### config.mk
export PLATFORM = sky130hd
export DESIGN_NAME = ioiu_top
export DESIGN_NICKNAME = d
export VERILOG_FILES = /design/src/logic/ioiu_pkg.sv /design/src/logic/ioiu_prio_enc.sv /design/src/logic/ioiu_top.sv
export SDC_FILE = /design/constraint.sdc
export NUM_CORES = 1
export LEC_CHECK = 0
export ABC_AREA = 1
export BUFFER_PORTS_ARGS = -buffer_cell sky130_fd_sc_hd__buf_2
export CORE_ASPECT_RATIO = 0.8
export CORE_MARGIN = 2
export CORE_UTILIZATION = 30
export DETAILED_ROUTE_END_ITERATION = 10
export HOLD_SLACK_MARGIN = 0.02
export SKIP_LAST_GASP = 1
export SYNTH_ARGS = -nofsm -noshare
export SYNTH_HDL_FRONTEND = slang
export SYNTH_SLANG_ARGS = --single-unit
### constraint.sdc
create_clock -name CLK_SYS_IN -period 23.1 [get_ports CLK_SYS_IN]
set_input_delay 2.31 -clock CLK_SYS_IN [delete_from_list [all_inputs] [get_ports CLK_SYS_IN]]
set_output_delay 2.31 -clock CLK_SYS_IN [all_outputs]
set_load 0.02 [all_outputs]
### src/logic/ioiu_pkg.sv
package ioiu_pkg;

  // Instruction word layout
  localparam int WORD_W     = 16;
  localparam int SEL_W      = 6;
  localparam int OP_W       = 3;
  localparam int GRP_W      = 4;
  localparam int PC_W       = 15;
  localparam int NUM_DEV    = 64;
  localparam int REG_DATA_W = 32;
  localparam int REG_ADDR_W = 3;

  localparam logic [GRP_W-1:0] GRP_IO = 4'h8;

  // Operation field codes
  localparam logic [OP_W-1:0] OP_HALT     = 3'h0;
  localparam logic [OP_W-1:0] OP_FLAG     = 3'h1;
  localparam logic [OP_W-1:0] OP_SKIP_CLR = 3'h2;
  localparam logic [OP_W-1:0] OP_SKIP_SET = 3'h3;
  localparam logic [OP_W-1:0] OP_MERGE    = 3'h4;
  localparam logic [OP_W-1:0] OP_LOAD     = 3'h5;
  localparam logic [OP_W-1:0] OP_OUTPUT   = 3'h6;
  localparam logic [OP_W-1:0] OP_CONTROL  = 3'h7;

  // Special select codes
  localparam logic [SEL_W-1:0] SEL_IRQ_SYS  = 6'h00;
  localparam logic [SEL_W-1:0] SEL_OVERFLOW = 6'h01;
  localparam int               FIRST_DEV    = 2;

  // Register map
  localparam logic [REG_ADDR_W-1:0] REG_STATUS  = 3'h0;
  localparam logic [REG_ADDR_W-1:0] REG_FLAG_LO = 3'h1;
  localparam logic [REG_ADDR_W-1:0] REG_FLAG_HI = 3'h2;
  localparam logic [REG_ADDR_W-1:0] REG_CTL_LO  = 3'h3;
  localparam logic [REG_ADDR_W-1:0] REG_CTL_HI  = 3'h4;
  localparam logic [REG_ADDR_W-1:0] REG_SVC_LO  = 3'h5;
  localparam logic [REG_ADDR_W-1:0] REG_SVC_HI  = 3'h6;

  // Status register bits
  localparam int ST_HALTED = 0;
  localparam int ST_IEN    = 1;
  localparam int ST_OVF    = 2;
  localparam int CMD_RUN   = 0;

  typedef struct packed {
    logic [GRP_W-1:0] grp;
    logic             acc_b;
    logic             std_io;
    logic             clr;
    logic [OP_W-1:0]  op;
    logic [SEL_W-1:0] sel;
  } ioiu_instr_t;

  typedef struct packed {
    logic              we;
    logic              sel_b;
    logic [WORD_W-1:0] data;
  } ioiu_acc_wr_t;

  typedef enum logic {
    RUNNING,
    HALTED
  } ioiu_run_t;

endpackage

### src/logic/ioiu_prio_enc.sv
`timescale 1ns/10ps
module ioiu_prio_enc #(
  parameter int WIDTH = 64,
  parameter int IDX_W = 6
) (
  // Request vector
  input  wire logic [WIDTH-1:0] req_in,
  // Lowest set index
  output logic                  valid_out,
  output logic [IDX_W-1:0]      idx_out
);

  always_comb
  begin
    valid_out = 1'b0;
    idx_out   = '0;
    for (int i = WIDTH - 1; i >= 0; i--)
    begin
      if (req_in[i])
      begin
        valid_out = 1'b1;
        idx_out   = IDX_W'(i);
      end
    end
  end

endmodule

### src/logic/ioiu_top.sv
// Operation
// - Group 1000 words: bit 10 one is standard I/O, zero is macro entry.
// - Low six bits select the device; only that device is touched, except by clear control with code 00.
// - Bit 9 holds or clears the device flag; overflow for overflow skips.
// - Bit 11 picks accumulator A or B for data moves; for control it picks set or clear.
// - Every I/O instruction completes in one phase.
// - Macro entry word is a no-operation.
// - Halt stops the processor and holds or clears the device flag.
// - While halted: indicator lit, panel enabled, no interrupts.
// - Halt shows the halt word and halt location plus one.
// - Set flag raises the flag; interrupt next phase if enabled and controlled.
// - Set flag with code 00 enables the interrupt system.
// - Clear flag clears the flag; code 00 disables interrupts only.
// - Skip on flag clear or flag set of the selected device.
// - Merge ORs the device buffer into the accumulator.
// - Load replaces the accumulator with the device buffer.
// - Output copies the accumulator into the device buffer, low bits.
// - Set control starts the device and lets its flag interrupt.
// - Clear control blocks interrupts; code 00 clears all control bits.
// - Set and clear overflow with code 01; overflow is sticky.
// - Overflow skips test overflow, then hold or clear it by bit 9.
// - Granted interrupt vectors to a location given by the select code.
// - Priority network orders requests and allows higher-priority nesting.
`timescale 1ns/10ps
module ioiu_top (
  // Clock and reset
  input  wire logic                              CLK_SYS_IN,
  input  wire logic                              RST_N_IN,
  // Instruction sequencer
  input  wire logic                              INSTR_VALID_IN,
  input  wire logic [ioiu_pkg::WORD_W-1:0]       INSTR_WORD_IN,
  input  wire logic [ioiu_pkg::PC_W-1:0]         INSTR_PC_IN,
  input  wire logic [ioiu_pkg::WORD_W-1:0]       ACC_A_IN,
  input  wire logic [ioiu_pkg::WORD_W-1:0]       ACC_B_IN,
  output logic                                   DONE_OUT,
  output logic                                   SKIP_OUT,
  output ioiu_pkg::ioiu_acc_wr_t                 ACC_WR_OUT,
  // Halt and front panel
  output logic                                   HALT_OUT,
  output logic [ioiu_pkg::WORD_W-1:0]            HALT_WORD_OUT,
  output logic [ioiu_pkg::PC_W-1:0]              HALT_PC_OUT,
  // Interrupt to sequencer
  output logic                                   IRQ_REQ_OUT,
  output logic [ioiu_pkg::SEL_W-1:0]             IRQ_CODE_OUT,
  input  wire logic                              IRQ_ACK_IN,
  input  wire logic                              SVC_END_IN,
  // Interface cards
  input  wire logic [ioiu_pkg::NUM_DEV-1:0]      DEV_READY_IN,
  output logic [ioiu_pkg::NUM_DEV-1:0]           DEV_CTRL_OUT,
  output logic [ioiu_pkg::SEL_W-1:0]             DEV_SEL_OUT,
  input  wire logic [ioiu_pkg::WORD_W-1:0]       DEV_RD_DATA_IN,
  output logic                                   DEV_WR_OUT,
  output logic [ioiu_pkg::WORD_W-1:0]            DEV_WR_DATA_OUT,
  // Register port
  input  wire logic [ioiu_pkg::REG_ADDR_W-1:0]   REG_ADDR_IN,
  input  wire logic [ioiu_pkg::REG_DATA_W-1:0]   REG_WR_DATA_IN,
  input  wire logic                              REG_WR_IN,
  input  wire logic                              REG_RD_IN,
  output logic [ioiu_pkg::REG_DATA_W-1:0]        REG_RD_DATA_OUT
);

  localparam int ND = ioiu_pkg::NUM_DEV;
  localparam int HW = ioiu_pkg::REG_DATA_W;

  ////////////////////////////////////////////////////////////////////////////
  // Reset synchroniser

  logic rst_s1_q;
  logic rst_n_q;

  always_ff @(posedge CLK_SYS_IN or negedge RST_N_IN)
  begin
    if (!RST_N_IN)
    begin
      rst_s1_q <= 1'b0;
      rst_n_q  <= 1'b0;
    end
    else
    begin
      rst_s1_q <= 1'b1;
      rst_n_q  <= rst_s1_q;
    end
  end

  ////////////////////////////////////////////////////////////////////////////
  // Decode

  ioiu_pkg::ioiu_instr_t instr;
  ioiu_pkg::ioiu_run_t   run_q;
  logic                  is_io;
  logic                  is_std;
  logic                  sel_sys;
  logic                  sel_ovf;
  logic [ND-1:0]         sel_hot;
  logic [ioiu_pkg::WORD_W-1:0] acc_sel;

  assign instr   = ioiu_pkg::ioiu_instr_t'(INSTR_WORD_IN);
  assign is_io   = INSTR_VALID_IN && (instr.grp == ioiu_pkg::GRP_IO) && (run_q == ioiu_pkg::RUNNING);
  assign is_std  = is_io && instr.std_io;
  assign sel_sys = (instr.sel == ioiu_pkg::SEL_IRQ_SYS);
  assign sel_ovf = (instr.sel == ioiu_pkg::SEL_OVERFLOW);
  assign sel_hot = ND'(1) << instr.sel;
  assign acc_sel = instr.acc_b ? ACC_B_IN : ACC_A_IN;
  assign DEV_SEL_OUT = instr.sel;

  ////////////////////////////////////////////////////////////////////////////
  // Ready inputs: three-stage synchroniser, change when stages two and three agree

  logic [ND-1:0] rdy_s1_q;
  logic [ND-1:0] rdy_s2_q;
  logic [ND-1:0] rdy_s3_q;
  logic [ND-1:0] rdy_q;
  logic [ND-1:0] rdy_rise;
  logic [ND-1:0] dev_mask;

  always_ff @(posedge CLK_SYS_IN or negedge rst_n_q)
  begin
    if (!rst_n_q)
    begin
      rdy_s1_q <= '0;
      rdy_s2_q <= '0;
      rdy_s3_q <= '0;
      rdy_q    <= '0;
    end
    else
    begin
      rdy_s1_q <= DEV_READY_IN;
      rdy_s2_q <= rdy_s1_q;
      rdy_s3_q <= rdy_s2_q;
      for (int i = 0; i < ND; i++)
      begin
        if (rdy_s2_q[i] == rdy_s3_q[i])
        begin
          rdy_q[i] <= rdy_s3_q[i];
        end
      end
    end
  end

  assign dev_mask = ~ND'(0) << ioiu_pkg::FIRST_DEV;
  assign rdy_rise = (rdy_s2_q & rdy_s3_q) & ~rdy_q & dev_mask;

  ////////////////////////////////////////////////////////////////////////////
  // Device flags

  logic [ND-1:0] flag_q;
  logic [ND-1:0] flag_set;
  logic [ND-1:0] flag_clr;
  logic          op_flag;
  logic          flag_hc;

  assign op_flag = is_std && (instr.op == ioiu_pkg::OP_FLAG);
  // Ops whose bit 9 holds/clears the device flag
  assign flag_hc = is_std && instr.clr && !op_flag && !(sel_ovf && (instr.op == ioiu_pkg::OP_SKIP_CLR
                   || instr.op == ioiu_pkg::OP_SKIP_SET));
  assign flag_set = rdy_rise | ((op_flag && !instr.clr && !sel_sys && !sel_ovf) ? sel_hot : '0);
  assign flag_clr = ((op_flag && instr.clr && !sel_sys && !sel_ovf) || flag_hc) ? sel_hot : '0;

  always_ff @(posedge CLK_SYS_IN or negedge rst_n_q)
  begin
    if (!rst_n_q)
    begin
      flag_q <= '0;
    end
    else
    begin
      flag_q <= (flag_q & ~flag_clr) | flag_set;
    end
  end

  ////////////////////////////////////////////////////////////////////////////
  // Control bits

  logic [ND-1:0] ctrl_q;
  logic          op_ctl;

  assign op_ctl = is_std && (instr.op == ioiu_pkg::OP_CONTROL);

  always_ff @(posedge CLK_SYS_IN or negedge rst_n_q)
  begin
    if (!rst_n_q)
    begin
      ctrl_q <= '0;
    end
    else if (op_ctl && !instr.acc_b)
    begin
      ctrl_q <= ctrl_q | sel_hot;
    end
    else if (op_ctl && instr.acc_b)
    begin
      ctrl_q <= sel_sys ? '0 : (ctrl_q & ~sel_hot);
    end
  end

  assign DEV_CTRL_OUT = ctrl_q;

  ////////////////////////////////////////////////////////////////////////////
  // Interrupt enable and overflow

  logic ien_q;
  logic ovf_q;
  logic ovf_skip;

  assign ovf_skip = is_std && sel_ovf && (instr.op == ioiu_pkg::OP_SKIP_CLR || instr.op == ioiu_pkg::OP_SKIP_SET);

  always_ff @(posedge CLK_SYS_IN or negedge rst_n_q)
  begin
    if (!rst_n_q)
    begin
      ien_q <= 1'b0;
    end
    else if (op_flag && sel_sys)
    begin
      ien_q <= !instr.clr;
    end
  end

  always_ff @(posedge CLK_SYS_IN or negedge rst_n_q)
  begin
    if (!rst_n_q)
    begin
      ovf_q <= 1'b0;
    end
    else if (op_flag && sel_ovf)
    begin
      ovf_q <= !instr.clr;
    end
    else if (ovf_skip && instr.clr)
    begin
      ovf_q <= 1'b0;
    end
  end

  ////////////////////////////////////////////////////////////////////////////
  // Execution results, one phase

  logic                         skip_d;
  ioiu_pkg::ioiu_acc_wr_t       acc_d;

  always_comb
  begin
    skip_d = 1'b0;
    acc_d  = '0;
    if (is_std)
    begin
      case (instr.op)
        ioiu_pkg::OP_SKIP_CLR:
        begin
          skip_d = sel_ovf ? !ovf_q : !flag_q[instr.sel];
        end
        ioiu_pkg::OP_SKIP_SET:
        begin
          skip_d = sel_ovf ? ovf_q : flag_q[instr.sel];
        end
        ioiu_pkg::OP_MERGE:
        begin
          acc_d = '{we: 1'b1, sel_b: instr.acc_b, data: acc_sel | DEV_RD_DATA_IN};
        end
        ioiu_pkg::OP_LOAD:
        begin
          acc_d = '{we: 1'b1, sel_b: instr.acc_b, data: DEV_RD_DATA_IN};
        end
        default:
        begin
          skip_d = 1'b0;
        end
      endcase
    end
  end

  always_ff @(posedge CLK_SYS_IN or negedge rst_n_q)
  begin
    if (!rst_n_q)
    begin
      DONE_OUT   <= 1'b0;
      SKIP_OUT   <= 1'b0;
      ACC_WR_OUT <= '0;
    end
    else
    begin
      DONE_OUT   <= INSTR_VALID_IN && (run_q == ioiu_pkg::RUNNING);
      SKIP_OUT   <= skip_d;
      ACC_WR_OUT <= acc_d;
    end
  end

  always_ff @(posedge CLK_SYS_IN or negedge rst_n_q)
  begin
    if (!rst_n_q)
    begin
      DEV_WR_OUT      <= 1'b0;
      DEV_WR_DATA_OUT <= '0;
    end
    else
    begin
      DEV_WR_OUT <= is_std && (instr.op == ioiu_pkg::OP_OUTPUT);
      if (is_std && (instr.op == ioiu_pkg::OP_OUTPUT))
      begin
        DEV_WR_DATA_OUT <= acc_sel;
      end
    end
  end

  ////////////////////////////////////////////////////////////////////////////
  // Halt

  logic run_cmd;

  assign run_cmd = REG_WR_IN && (REG_ADDR_IN == ioiu_pkg::REG_STATUS) && REG_WR_DATA_IN[ioiu_pkg::ST_HALTED];

  always_ff @(posedge CLK_SYS_IN or negedge rst_n_q)
  begin
    if (!rst_n_q)
    begin
      run_q         <= ioiu_pkg::RUNNING;
      HALT_WORD_OUT <= '0;
      HALT_PC_OUT   <= '0;
    end
    else
    begin
      case (run_q)
        ioiu_pkg::RUNNING:
        begin
          if (is_std && (instr.op == ioiu_pkg::OP_HALT))
          begin
            run_q         <= ioiu_pkg::HALTED;
            HALT_WORD_OUT <= INSTR_WORD_IN;
            HALT_PC_OUT   <= INSTR_PC_IN + ioiu_pkg::PC_W'(1);
          end
        end
        ioiu_pkg::HALTED:
        begin
          if (run_cmd)
          begin
            run_q <= ioiu_pkg::RUNNING;
          end
        end
        default:
        begin
          run_q <= ioiu_pkg::RUNNING;
        end
      endcase
    end
  end

  assign HALT_OUT = (run_q == ioiu_pkg::HALTED);

  ////////////////////////////////////////////////////////////////////////////
  // Priority network and in-service tracking

  logic [ND-1:0]             svc_q;
  logic [ND-1:0]             req_vec;
  logic                      svc_any;
  logic [ioiu_pkg::SEL_W-1:0] svc_top;
  logic                      req_any;
  logic [ioiu_pkg::SEL_W-1:0] req_top;

  ioiu_prio_enc #(
    .WIDTH (ND),
    .IDX_W (ioiu_pkg::SEL_W)
  ) u_svc_enc (
    .req_in    (svc_q),
    .valid_out (svc_any),
    .idx_out   (svc_top)
  );

  always_comb
  begin
    for (int i = 0; i < ND; i++)
    begin
      req_vec[i] = flag_q[i] && ctrl_q[i] && (!svc_any || (ioiu_pkg::SEL_W'(i) < svc_top));
    end
  end

  ioiu_prio_enc #(
    .WIDTH (ND),
    .IDX_W (ioiu_pkg::SEL_W)
  ) u_req_enc (
    .req_in    (req_vec),
    .valid_out (req_any),
    .idx_out   (req_top)
  );

  always_ff @(posedge CLK_SYS_IN or negedge rst_n_q)
  begin
    if (!rst_n_q)
    begin
      svc_q <= '0;
    end
    else if (IRQ_ACK_IN && IRQ_REQ_OUT)
    begin
      svc_q <= svc_q | (ND'(1) << IRQ_CODE_OUT);
    end
    else if (SVC_END_IN && svc_any)
    begin
      svc_q <= svc_q & ~(ND'(1) << svc_top);
    end
  end

  always_ff @(posedge CLK_SYS_IN or negedge rst_n_q)
  begin
    if (!rst_n_q)
    begin
      IRQ_REQ_OUT  <= 1'b0;
      IRQ_CODE_OUT <= '0;
    end
    else if (INSTR_VALID_IN || DONE_OUT)
    begin
      IRQ_REQ_OUT <= 1'b0;
    end
    else
    begin
      IRQ_REQ_OUT  <= req_any && ien_q && !HALT_OUT && !IRQ_ACK_IN;
      IRQ_CODE_OUT <= req_top;
    end
  end

  ////////////////////////////////////////////////////////////////////////////
  // Register read port

  always_ff @(posedge CLK_SYS_IN or negedge rst_n_q)
  begin
    if (!rst_n_q)
    begin
      REG_RD_DATA_OUT <= '0;
    end
    else if (REG_RD_IN)
    begin
      case (REG_ADDR_IN)
        ioiu_pkg::REG_STATUS:  REG_RD_DATA_OUT <= HW'({ovf_q, ien_q, HALT_OUT});
        ioiu_pkg::REG_FLAG_LO: REG_RD_DATA_OUT <= flag_q[HW-1:0];
        ioiu_pkg::REG_FLAG_HI: REG_RD_DATA_OUT <= flag_q[ND-1:HW];
        ioiu_pkg::REG_CTL_LO:  REG_RD_DATA_OUT <= ctrl_q[HW-1:0];
        ioiu_pkg::REG_CTL_HI:  REG_RD_DATA_OUT <= ctrl_q[ND-1:HW];
        ioiu_pkg::REG_SVC_LO:  REG_RD_DATA_OUT <= svc_q[HW-1:0];
        ioiu_pkg::REG_SVC_HI:  REG_RD_DATA_OUT <= svc_q[ND-1:HW];
        default:               REG_RD_DATA_OUT <= '0;
      endcase
    end
    else
    begin
      REG_RD_DATA_OUT <= '0;
    end
  end

endmodule
# ---- Word level (Yosys, flattened, before mapping)
# Cells that the tools add are included.
# Widths: inputs -> output; s select.
dict set report op_classes {
  add_sub_neg 1
  magnitude_cmp 65
  eq_ne 79
  shift 3
  mux 280
  bitwise_logic 15
  reduce_logical 245
}
# op count
set ops {}
lappend ops {{$mux 6} 128}
lappend ops {{$mux 64} 7}
lappend ops {{$and 64x64->64} 5}
lappend ops {{$not 64->64} 4}
lappend ops {{$or 64x64->64} 4}
lappend ops {{$pmux 32 s7} 1}
lappend ops {{$lt 6x6->1 const A} 32}
lappend ops {{$shl 1x6->64 const A} 3}
lappend ops {{$logic_and 1x1->1} 160}
lappend ops {{$mux 1} 137}
lappend ops {{$lt 5x6->1 const A} 16}
lappend ops {{$logic_or 1x1->1} 67}
lappend ops {{$eq 1x1->1} 64}
lappend ops {{$lt 4x6->1 const A} 8}
lappend ops {{$pmux 18 s2} 1}
lappend ops {{$mux 32} 1}
lappend ops {{$lt 3x6->1 const A} 4}
lappend ops {{$eq 3x3->1 const B} 7}
lappend ops {{$mux 18} 1}
lappend ops {{$mux 16} 1}
lappend ops {{$or 16x16->16} 1}
lappend ops {{$add 15x1->15 const B} 1}
lappend ops {{$eq 3x2->1 const B} 4}
lappend ops {{$lt 1x6->1 const A} 2}
lappend ops {{other kinds (13)} 29}
dict set report word_totals {
  regBits 560
  elab_cells 775
}

# ---- Logic depth before layout (Yosys ltp)
# Gate-level depths: netlist of the first run.
dict set report logic_depth {
  ltp_word 135
  mapped_depth 108
  depth_no_buf 108
}

# ---- Hierarchy
# From an unflattened synthesis of the first run, not the netlist that was laid out.
dict set report hier_totals {
  hier_cells 3204
  hier_area_um2 26166.3
}
# mod n_inst cells_per_inst area_per_inst_um2 seq_area_each_um2
set modules_own_cells {}
lappend modules_own_cells {ioiu_top 1 2756 24337.1 13813.2}
lappend modules_own_cells {ioiu_prio_enc 2 224 914.6 0.0}

# ---- Least setup slack after synthesis of the first run
# Ideal clock, no wire load.
dict set report synth_timing {
  path_kind {flip-flop to flip-flop}
  startpoint {register svc_q[62]}
  endpoint {register IRQ_CODE_OUT[0] in the netlist's numbering}
  arrival_time_ns 5.215
  path_slack_ns 17.768
  stages_incl_launch_ff 109
  path_buffers 0
  period_less_slack_ns 5.332
  path_cell_list {dfrtp_1 > inv_1 > nand2_1 > nand2_1 > nand2_1 > nand2_1 > nand2_1 > nand2_1 > nand2_1 > nand2_1 > nand2_1 > nand2_1 > nand2_1 > nand2_1 > nand2_1 > nand2_1 > nand2_1 > nand2_1 > [... 73 more ...] > nand2_1 > nand2_1 > nand2_1 > nand2_1 > nand2_1 > nand2_1 > nand2_1 > nand2_1 > nand2_1 > nand2_1 > nand2_1 > nand2_1 > nand2_1 > nand2_1 > nand2_1 > nand2_1 > nand2_1 > nand2_1}
}
dict set report synth_between {
  elab_chain_cells 130
  word_cells_on_any_way 383
  cone_classes {order compare (64); mux (190); reduce/logical (129)}
}
# element line
set synth_lines {}
lappend synth_lines {{start: declaration} ioiu_top.sv:351} ;# logic [ND-1:0] svc_q;
lappend synth_lines {{start signal: assignment} ioiu_top.sv:392} ;# svc_q <= svc_q | (ND'(1) << IRQ_CODE_OUT);
lappend synth_lines {{start signal: assignment} ioiu_top.sv:396} ;# svc_q <= svc_q & ~(ND'(1) << svc_top);
lappend synth_lines {{$mux 6 / $mux 1 (equally long branches) (63 in series)} ioiu_prio_enc.sv:19} ;# if (req_in[i])
lappend synth_lines {{$lt 6x6->1 / $logic_not 1->1 (equally long branches)} ioiu_top.sv:371} ;# req_vec[i] = flag_q[i] && ctrl_q[i] && (!svc_any || (ioiu_pkg::SEL_W'(i) < svc_top));
lappend synth_lines {{$logic_or 1x1->1} ioiu_top.sv:371}
lappend synth_lines {{$logic_and 1x1->1} ioiu_top.sv:371}
lappend synth_lines {{$mux 6 (63 in series)} ioiu_prio_enc.sv:19}
lappend synth_lines {{$mux 6 *} ioiu_prio_enc.sv:19}
lappend synth_lines {{end signal: assignment} ioiu_top.sv:414} ;# IRQ_CODE_OUT <= req_top;
lappend synth_lines {{end: declaration} ioiu_top.sv:44} ;# output logic [ioiu_pkg::SEL_W-1:0] IRQ_CODE_OUT,
# Every way passes the cells marked *; elsewhere a longest branch is shown, timed or not.
# A chain may end at the register's enable or synchronous reset.

# ---- Worst setup path in the final report of the first run
# Same ends and word-level chain as after synthesis.

==> impl_metrics.ini, run 1 <==
[floorplanning]
die_h_um = 268
fp.dieW_um = 333
core_area_um2 = 85900
initial_core_util_pct = 30.3
num_rows = 96
die_area_um2 = 89200
io_pins = 363

[run_status]
status = complete, no violations

[min_path]
holdCritPathClass = reg -> async

[detailed_routing]
drt-pass1-iter-count = 6
drt-total-wl_mm = 106
ant_nets = 0
avgRoutedWirePerCell_um = 23.4
drt_iter0_drc = 2912
drc = 0
vias = 23602
vias_per_cell = 5.21

[clocking]
cts_tree = yes
cts_root_buf = clkbuf_16
cts_hold_buf = 0
clk_latency_ns = 0.63
post_cts.repair.setup_buffers = 0
htree_num_levels = 2
clk_path_buf_depth = 3
cts.sinks = 552
clkSlewWorstSetupHoldPaths_ns = 0.07
cts_made_buffers = 58
ctsResizeCount = 0

[setup_path]
endpoint_kind = flip-flop
worstPathArrival_ns = 9.03
startpoint_type = flip-flop
crit_slowest_cell = a2111oi_1
crit_family = simple AND/OR/NAND/NOR gates
critical_path.most_common_cell = nand2_1
slowest_delay_ns = 1.09
required_ns = 23.62
cp.buffers_inverters = 2
crit_fanout = 16
critical_path_class = reg -> reg

[yosys]
synthesis.area_um2 = 26000
synth_edf_count = 0
synth_top_area_cell = dfrtp_1
postSynthCellCount = 3028
synth_common_cells = 555 x inv_1, 552 x dfrtp_1, 439 x nand2_1
yosysTopAreaCellShare_pct = 53.0
ys_seq_elements = 552
synthArstFlopShare_pct = 100
synth_xor_xnor_area_share_pct = 0.269
synth_cell_types = 41
synthMuxAreaShare_pct = 2.59
yosys_warnings = 0
yosysSeqAreaShare_pct = 53.0
synth_most_common_cell = inv_1
yosys.area_share.simple_pct = 16.3
netlist_top_cells_area = dfrtp_1 53%, inv_1 8.0%, nand2_1 6.3%, o21ai_0 5.1%, nor2_1 3.6%
avgSynthCellArea_um2 = 8.60
synth_compound_area_share_pct = 15.0
synthAdderAreaFrac_pct = 3.03
synth_top_family_by_area = simple AND/OR/NAND/NOR gates
synth-main-ff-cell = dfrtp_1
synthesis.nets = 3276

[sta]
skew_ns = 0.0159
relSlewSlack_pct = 24.0
setup_tns_ns = 0
hold_viol_final = 0
holdWs_ns = 0.268
maxSlewViolCount = 0
period_needed_ns = 8.51
fmax_ghz = 0.117
tightest_slew_ns = 1.14
rsz0062_at_grt = no
finalSetupViolations = 0
min_period_over_period_pct = 36.8

[power_and_ir_drop]
cellLeakagePower_nw = 15.4
pwr-share-seq_pct = 37.4
p_switching_mw = 1.10
combinationalPowerShare_pct = 29.3
sw_frac_of_total_pct = 38.4
fin_total_pwr_mw = 2.87
clkPwrFrac_pct = 33.3
cellPowerDensity_nw_per_um2 = 92.6
internal-power_mw = 1.77
ir_worst_vdd_mv = 0.0632

[global_routing]
grt_pass1_vias = 22108
grt_first_pass_wirelength_mm = 152
grt.overflow.total = 0
grt_usage_pct = 23.2
grt_max_degree = 198
antenna_found_initial = 7

[run]
drv_cap = 0

[placement]
gp_congestion = 1.03
port_buffers = 329
placed_cell_area_um2 = 29100
dpl.hpwl_mm = 81.0

[layout]
nets = 3602
drive_gt1_share_pct = 16.7
post-route-util_pct = 36.1
fin_area_um2 = 31000
area_delta_synth_final_pct = 19.0
worst register-to-register path, delay by kind of cell, from the launching register on:
kind,cells,cell delay [ns]
and+or+nand+nor,83,6.12
AOI/OAI and AO/OA,3,1.36
buffers and inverters,2,0.61
DFF,1,0.38
cells by family after synthesis:
logic type                 count (synthesis)
other                                      1
and+or+nand+nor                          997
adders and majority gates                 63
muxes                                     60
xor gates and xnor gates                   8
buffers and inverters                    670
AOI/OAI and AO/OA                        677
DFF                                      552
registers in the layout, indices dropped and copies added (netlist names), 6 cells and up:
signal,cells
svc_q,64
rdy_s3_q,62
rdy_s2_q,62
rdy_s1_q,62
rdy_q,62
REG_RD_DATA_OUT,32
IRQ_CODE_OUT,6
HALT_PC_OUT,15
DEV_WR_DATA_OUT,16
ACC_WR_OUT,18
flag_q,64
DEV_CTRL_OUT,64
HALT_WORD_OUT,16
power groups by stage:
stage               Clock, mW  Sequential, mW  Combinational, mW
floorplan                   0            1.10              0.442
CTS                     0.982            1.07              0.802
global route             1.02            1.08              0.886
global placement            0            1.09              0.805
finish                  0.956            1.07              0.842
detailed placement          0            1.09              0.798
per-stage QoR:
step / instances / setup slack (ns)
floorplan: 3028 / 6.58
CTS: 4527 / 15.04
detailed placement: 4421 / 15.07
finish: 4531 / 14.59
global route: 4527 / 13.92
global placement: 4421 / 14.80
routing by layer:
| metal | track usage, % | wire length (µm) | vias up |
|---|---|---|---|
| met5 | 0 | 8 | - |
| met4 | 9.06 | 4380 | 2 |
| met3 | 6.18 | 11300 | 207 |
| met2 | 33.9 | 44600 | 1267 |
| met1 | 32.6 | 45700 | 11454 |
| li1 | - | - | 10672 |
placed cells by master (no fill, tap or decap), types with 4 or more instances in the layout:
| master | count |
|---|---|
| o2111ai_1 | 7 |
| clkinv_2 | 15 |
| inv_6 | 4 |
| nor3_1 | 111 |
| a31oi_1 | 16 |
| clkbuf_1 | 9 |
| o311ai_0 | 11 |
| nand3_1 | 104 |
| ha_1 | 63 |
| inv_1 | 555 |
| o22ai_1 | 112 |
| nand4_1 | 35 |
| a2111oi_0 | 11 |
| dfrtp_1 | 551 |
| clkbuf_8 | 5 |
| xor2_1 | 5 |
| inv_2 | 4 |
| mux2_2 | 60 |
| or2_2 | 19 |
| buf_2 | 329 |
| diode_2 | 4 |
| clkinv_1 | 6 |
| clkinvlp_4 | 5 |
| bufinv_16 | 6 |
| nor4_1 | 24 |
| a21boi_0 | 4 |
| nor2_1 | 248 |
| nand2_1 | 439 |
| o31ai_1 | 10 |
| o21ai_0 | 265 |
| clkbuf_16 | 59 |
| buf_4 | 41 |
| nand2_2 | 4 |
| a21oi_1 | 161 |
| o211ai_1 | 68 |
final timing paths:
kind                                         end        start  slack, ns  cells past startpoint
worst min register to register  HALT_WORD_OUT[5]      rst_n_q       0.27                      0
worst max-delay path             IRQ_CODE_OUT[0]    svc_q[62]      14.59                     88
worst min-delay path            HALT_WORD_OUT[5]      rst_n_q       0.27                      0
worst max register to register   IRQ_CODE_OUT[0]    svc_q[62]      14.59                     88
max in group asynchronous              rdy_q[56]      rst_n_q      19.78                      3
min in group CLK_SYS_IN              rdy_s2_q[3]  rdy_s1_q[3]       0.34                      0
cell type report:
class	count	area (µm²)
inverter	565	2120
sequential	552	13800
multi-input combinational	1806	9740
tap	1127	1410
clock inverter	33	354
clock buffer	73	1580
timing repair buffer	371	1970
fill	8966	54900
antenna	4	10.0
No activity file was read; power rests on OpenSTA's default activity.
==> run 2: changes to the inputs <==
==> constraint.sdc (replaced) <==
create_clock -name CLK_SYS_IN -period 8.7 [get_ports CLK_SYS_IN]
set_input_delay 0.87 -clock CLK_SYS_IN [delete_from_list [all_inputs] [get_ports CLK_SYS_IN]]
set_output_delay 0.87 -clock CLK_SYS_IN [all_outputs]
set_load 0.02 [all_outputs]
==> run 2 against run 1 <==
Sequential cell count did not move. Sequential share of layout area fell by 0.31 points. Maximum frequency rose by 13%. Power rose to 2.7 times the previous value. Final area rose by 0.71%. Cell count barely moved. Clock power rose to 2.9 times the previous value. Setup slack got worse by 13 ns. Worst hold slack improved by 0.052 ns. Combinational power rose to 2.6 times the previous value. First-iteration DRC count fell by 8.0%. Critical path type unchanged. Critical endpoint is now IRQ_CODE_OUT[4]. Largest cell class unchanged.
==> impl_metrics.ini, run 2 (synthesis gave the netlist of run 1 again) <==
[run_status]
status = complete, no violations

[detailed_routing]
drc = 0
drt-pass1-iter-count = 6
drt-total-wl_mm = 104
avgRoutedWirePerCell_um = 22.9
vias = 23414
drt_iter0_drc = 2680
vias_per_cell = 5.17
ant_nets = 0

[clocking]
cts_root_buf = clkbuf_16
clkSlewWorstSetupHoldPaths_ns = 0.06
cts_tree = yes
htree_num_levels = 2
cts.sinks = 552
clk_path_buf_depth = 3
clk_latency_ns = 0.66
cts_made_buffers = 59
post_cts.repair.setup_buffers = 0

[power_and_ir_drop]
p_switching_mw = 2.89
internal-power_mw = 4.92
cellPowerDensity_nw_per_um2 = 250
pwr-share-seq_pct = 36.6
combinationalPowerShare_pct = 27.8
fin_total_pwr_mw = 7.81
sw_frac_of_total_pct = 37.0
clkPwrFrac_pct = 35.6
cellLeakagePower_nw = 15.5
ir_worst_vdd_mv = 0.175

[setup_path]
slowest_delay_ns = 0.99
critical_path_class = reg -> reg
startpoint_type = flip-flop
worstPathArrival_ns = 7.97
endpoint_kind = flip-flop
required_ns = 9.16
critical_path.most_common_cell = nand3_1
crit_fanout = 8
crit_slowest_cell = a2111oi_0

[sta]
min_period_over_period_pct = 86.3
finalSetupViolations = 0
period_needed_ns = 7.50
hold_viol_final = 0
maxSlewViolCount = 0
tightest_slew_ns = 1.32
skew_ns = 0.0452
fmax_ghz = 0.133
rsz0062_at_grt = no
setup_tns_ns = 0
relSlewSlack_pct = 9.51

[run]
drv_cap = 0

[floorplanning]
core_area_um2 = 85900
fp.dieW_um = 333
initial_core_util_pct = 30.3
num_rows = 96
io_pins = 363
die_area_um2 = 89200
die_h_um = 268

[placement]
dpl.hpwl_mm = 80.3
gp_congestion = 1.03
port_buffers = 329

[global_routing]
antenna_found_initial = 5
grt.overflow.total = 0
grt_max_degree = 169
grt_pass1_vias = 22086
grt_usage_pct = 22.8
grt_first_pass_wirelength_mm = 150

[layout]
nets = 3604
layout_commonest_cell = inv_1
fill_cells = 8891
area_delta_synth_final_pct = 19.9
drive_gt1_share_pct = 16.8
final_cell_mix = 555 x inv_1, 551 x dfrtp_1, 439 x nand2_1

[min_path]
holdCritPathClass = in -> reg
==> run 2: critical path, delay by kind of cell (launching register included) <==
family	cells	cell delay, ns
flops	1	0.39
simple gates	33	4.90
compound gates	5	1.65
buf+inv	2	0.36
==> run 2: metrics by stage <==
stage          hold slack (ns)  setup slack, ns  std cells  utilization (%)  instance area, µm²
6_report                 0.320             1.20       4533             36.4               31200
5_1_grt                  0.299            0.447       4533             36.4               31200
4_1_cts                  0.286             1.61       4532             36.4               31200
3_5_place_dp             0.335             1.67       4421             33.8               29100
3_3_place_gp             0.332             1.58       4421             33.8               29100
2_1_floorplan            0.331             3.33       3028                -               26000
==> run 2: layout make-up <==
type	instances	area, µm²	area share (%)
Tap cell	1127	1410	4.52
Clock inverter	38	534	1.71
Multi-Input combinational cell	1806	9720	31.1
Inverter	565	2120	6.79
Clock buffer	72	1620	5.18
Antenna cell	1	2.50	0.00801
Sequential cell	552	13800	44.3
Timing Repair Buffer	372	2000	6.40
==> run 2: final timing paths <==
check | from | endpoint | slack (ns) | depth (start not counted)
max | svc_q[63] | IRQ_CODE_OUT[4] | 1.20 | 40
min | DEV_READY_IN[62] | rdy_s1_q[62] | 0.32 | 1
min reg2reg | rdy_s1_q[12] | rdy_s2_q[12] | 0.34 | 0
max in group asynchronous | rst_n_q | ACC_WR_OUT[6] | 6.02 | 2
max reg2reg | svc_q[63] | IRQ_CODE_OUT[4] | 1.20 | 40
min in group asynchronous | rst_n_q | rdy_s3_q[47] | 0.41 | 0
==> run 2: routing by layer <==
layer / vias up / track usage (%) / wire length, µm / part of all wire, %
met5: - / 0 / 20 / 0.019
met4: 4 / 9.20 / 4380 / 4.2
met3: 193 / 6.66 / 11400 / 11
met2: 1219 / 33.5 / 44000 / 42
met1: 11328 / 31.3 / 44200 / 42
li1: 10670 / - / - / -
==> run 2: what timing repair did <==
item                                   4_1_cts  5_1_grt
hold buffers                                 1        0
gates resized for setup                      0        0
endpoints found under the hold margin        2        0
==> run 2: power by group through the flow <==
stage	clock [mW]	combinational, mW	sequential [mW]
2_1_floorplan	0	1.17	2.92
3_3_place_gp	0	2.07	2.90
3_5_place_dp	0	2.06	2.90
4_1_cts	2.85	2.07	2.86
5_1_grt	2.95	2.29	2.87
6_report	2.78	2.17	2.86
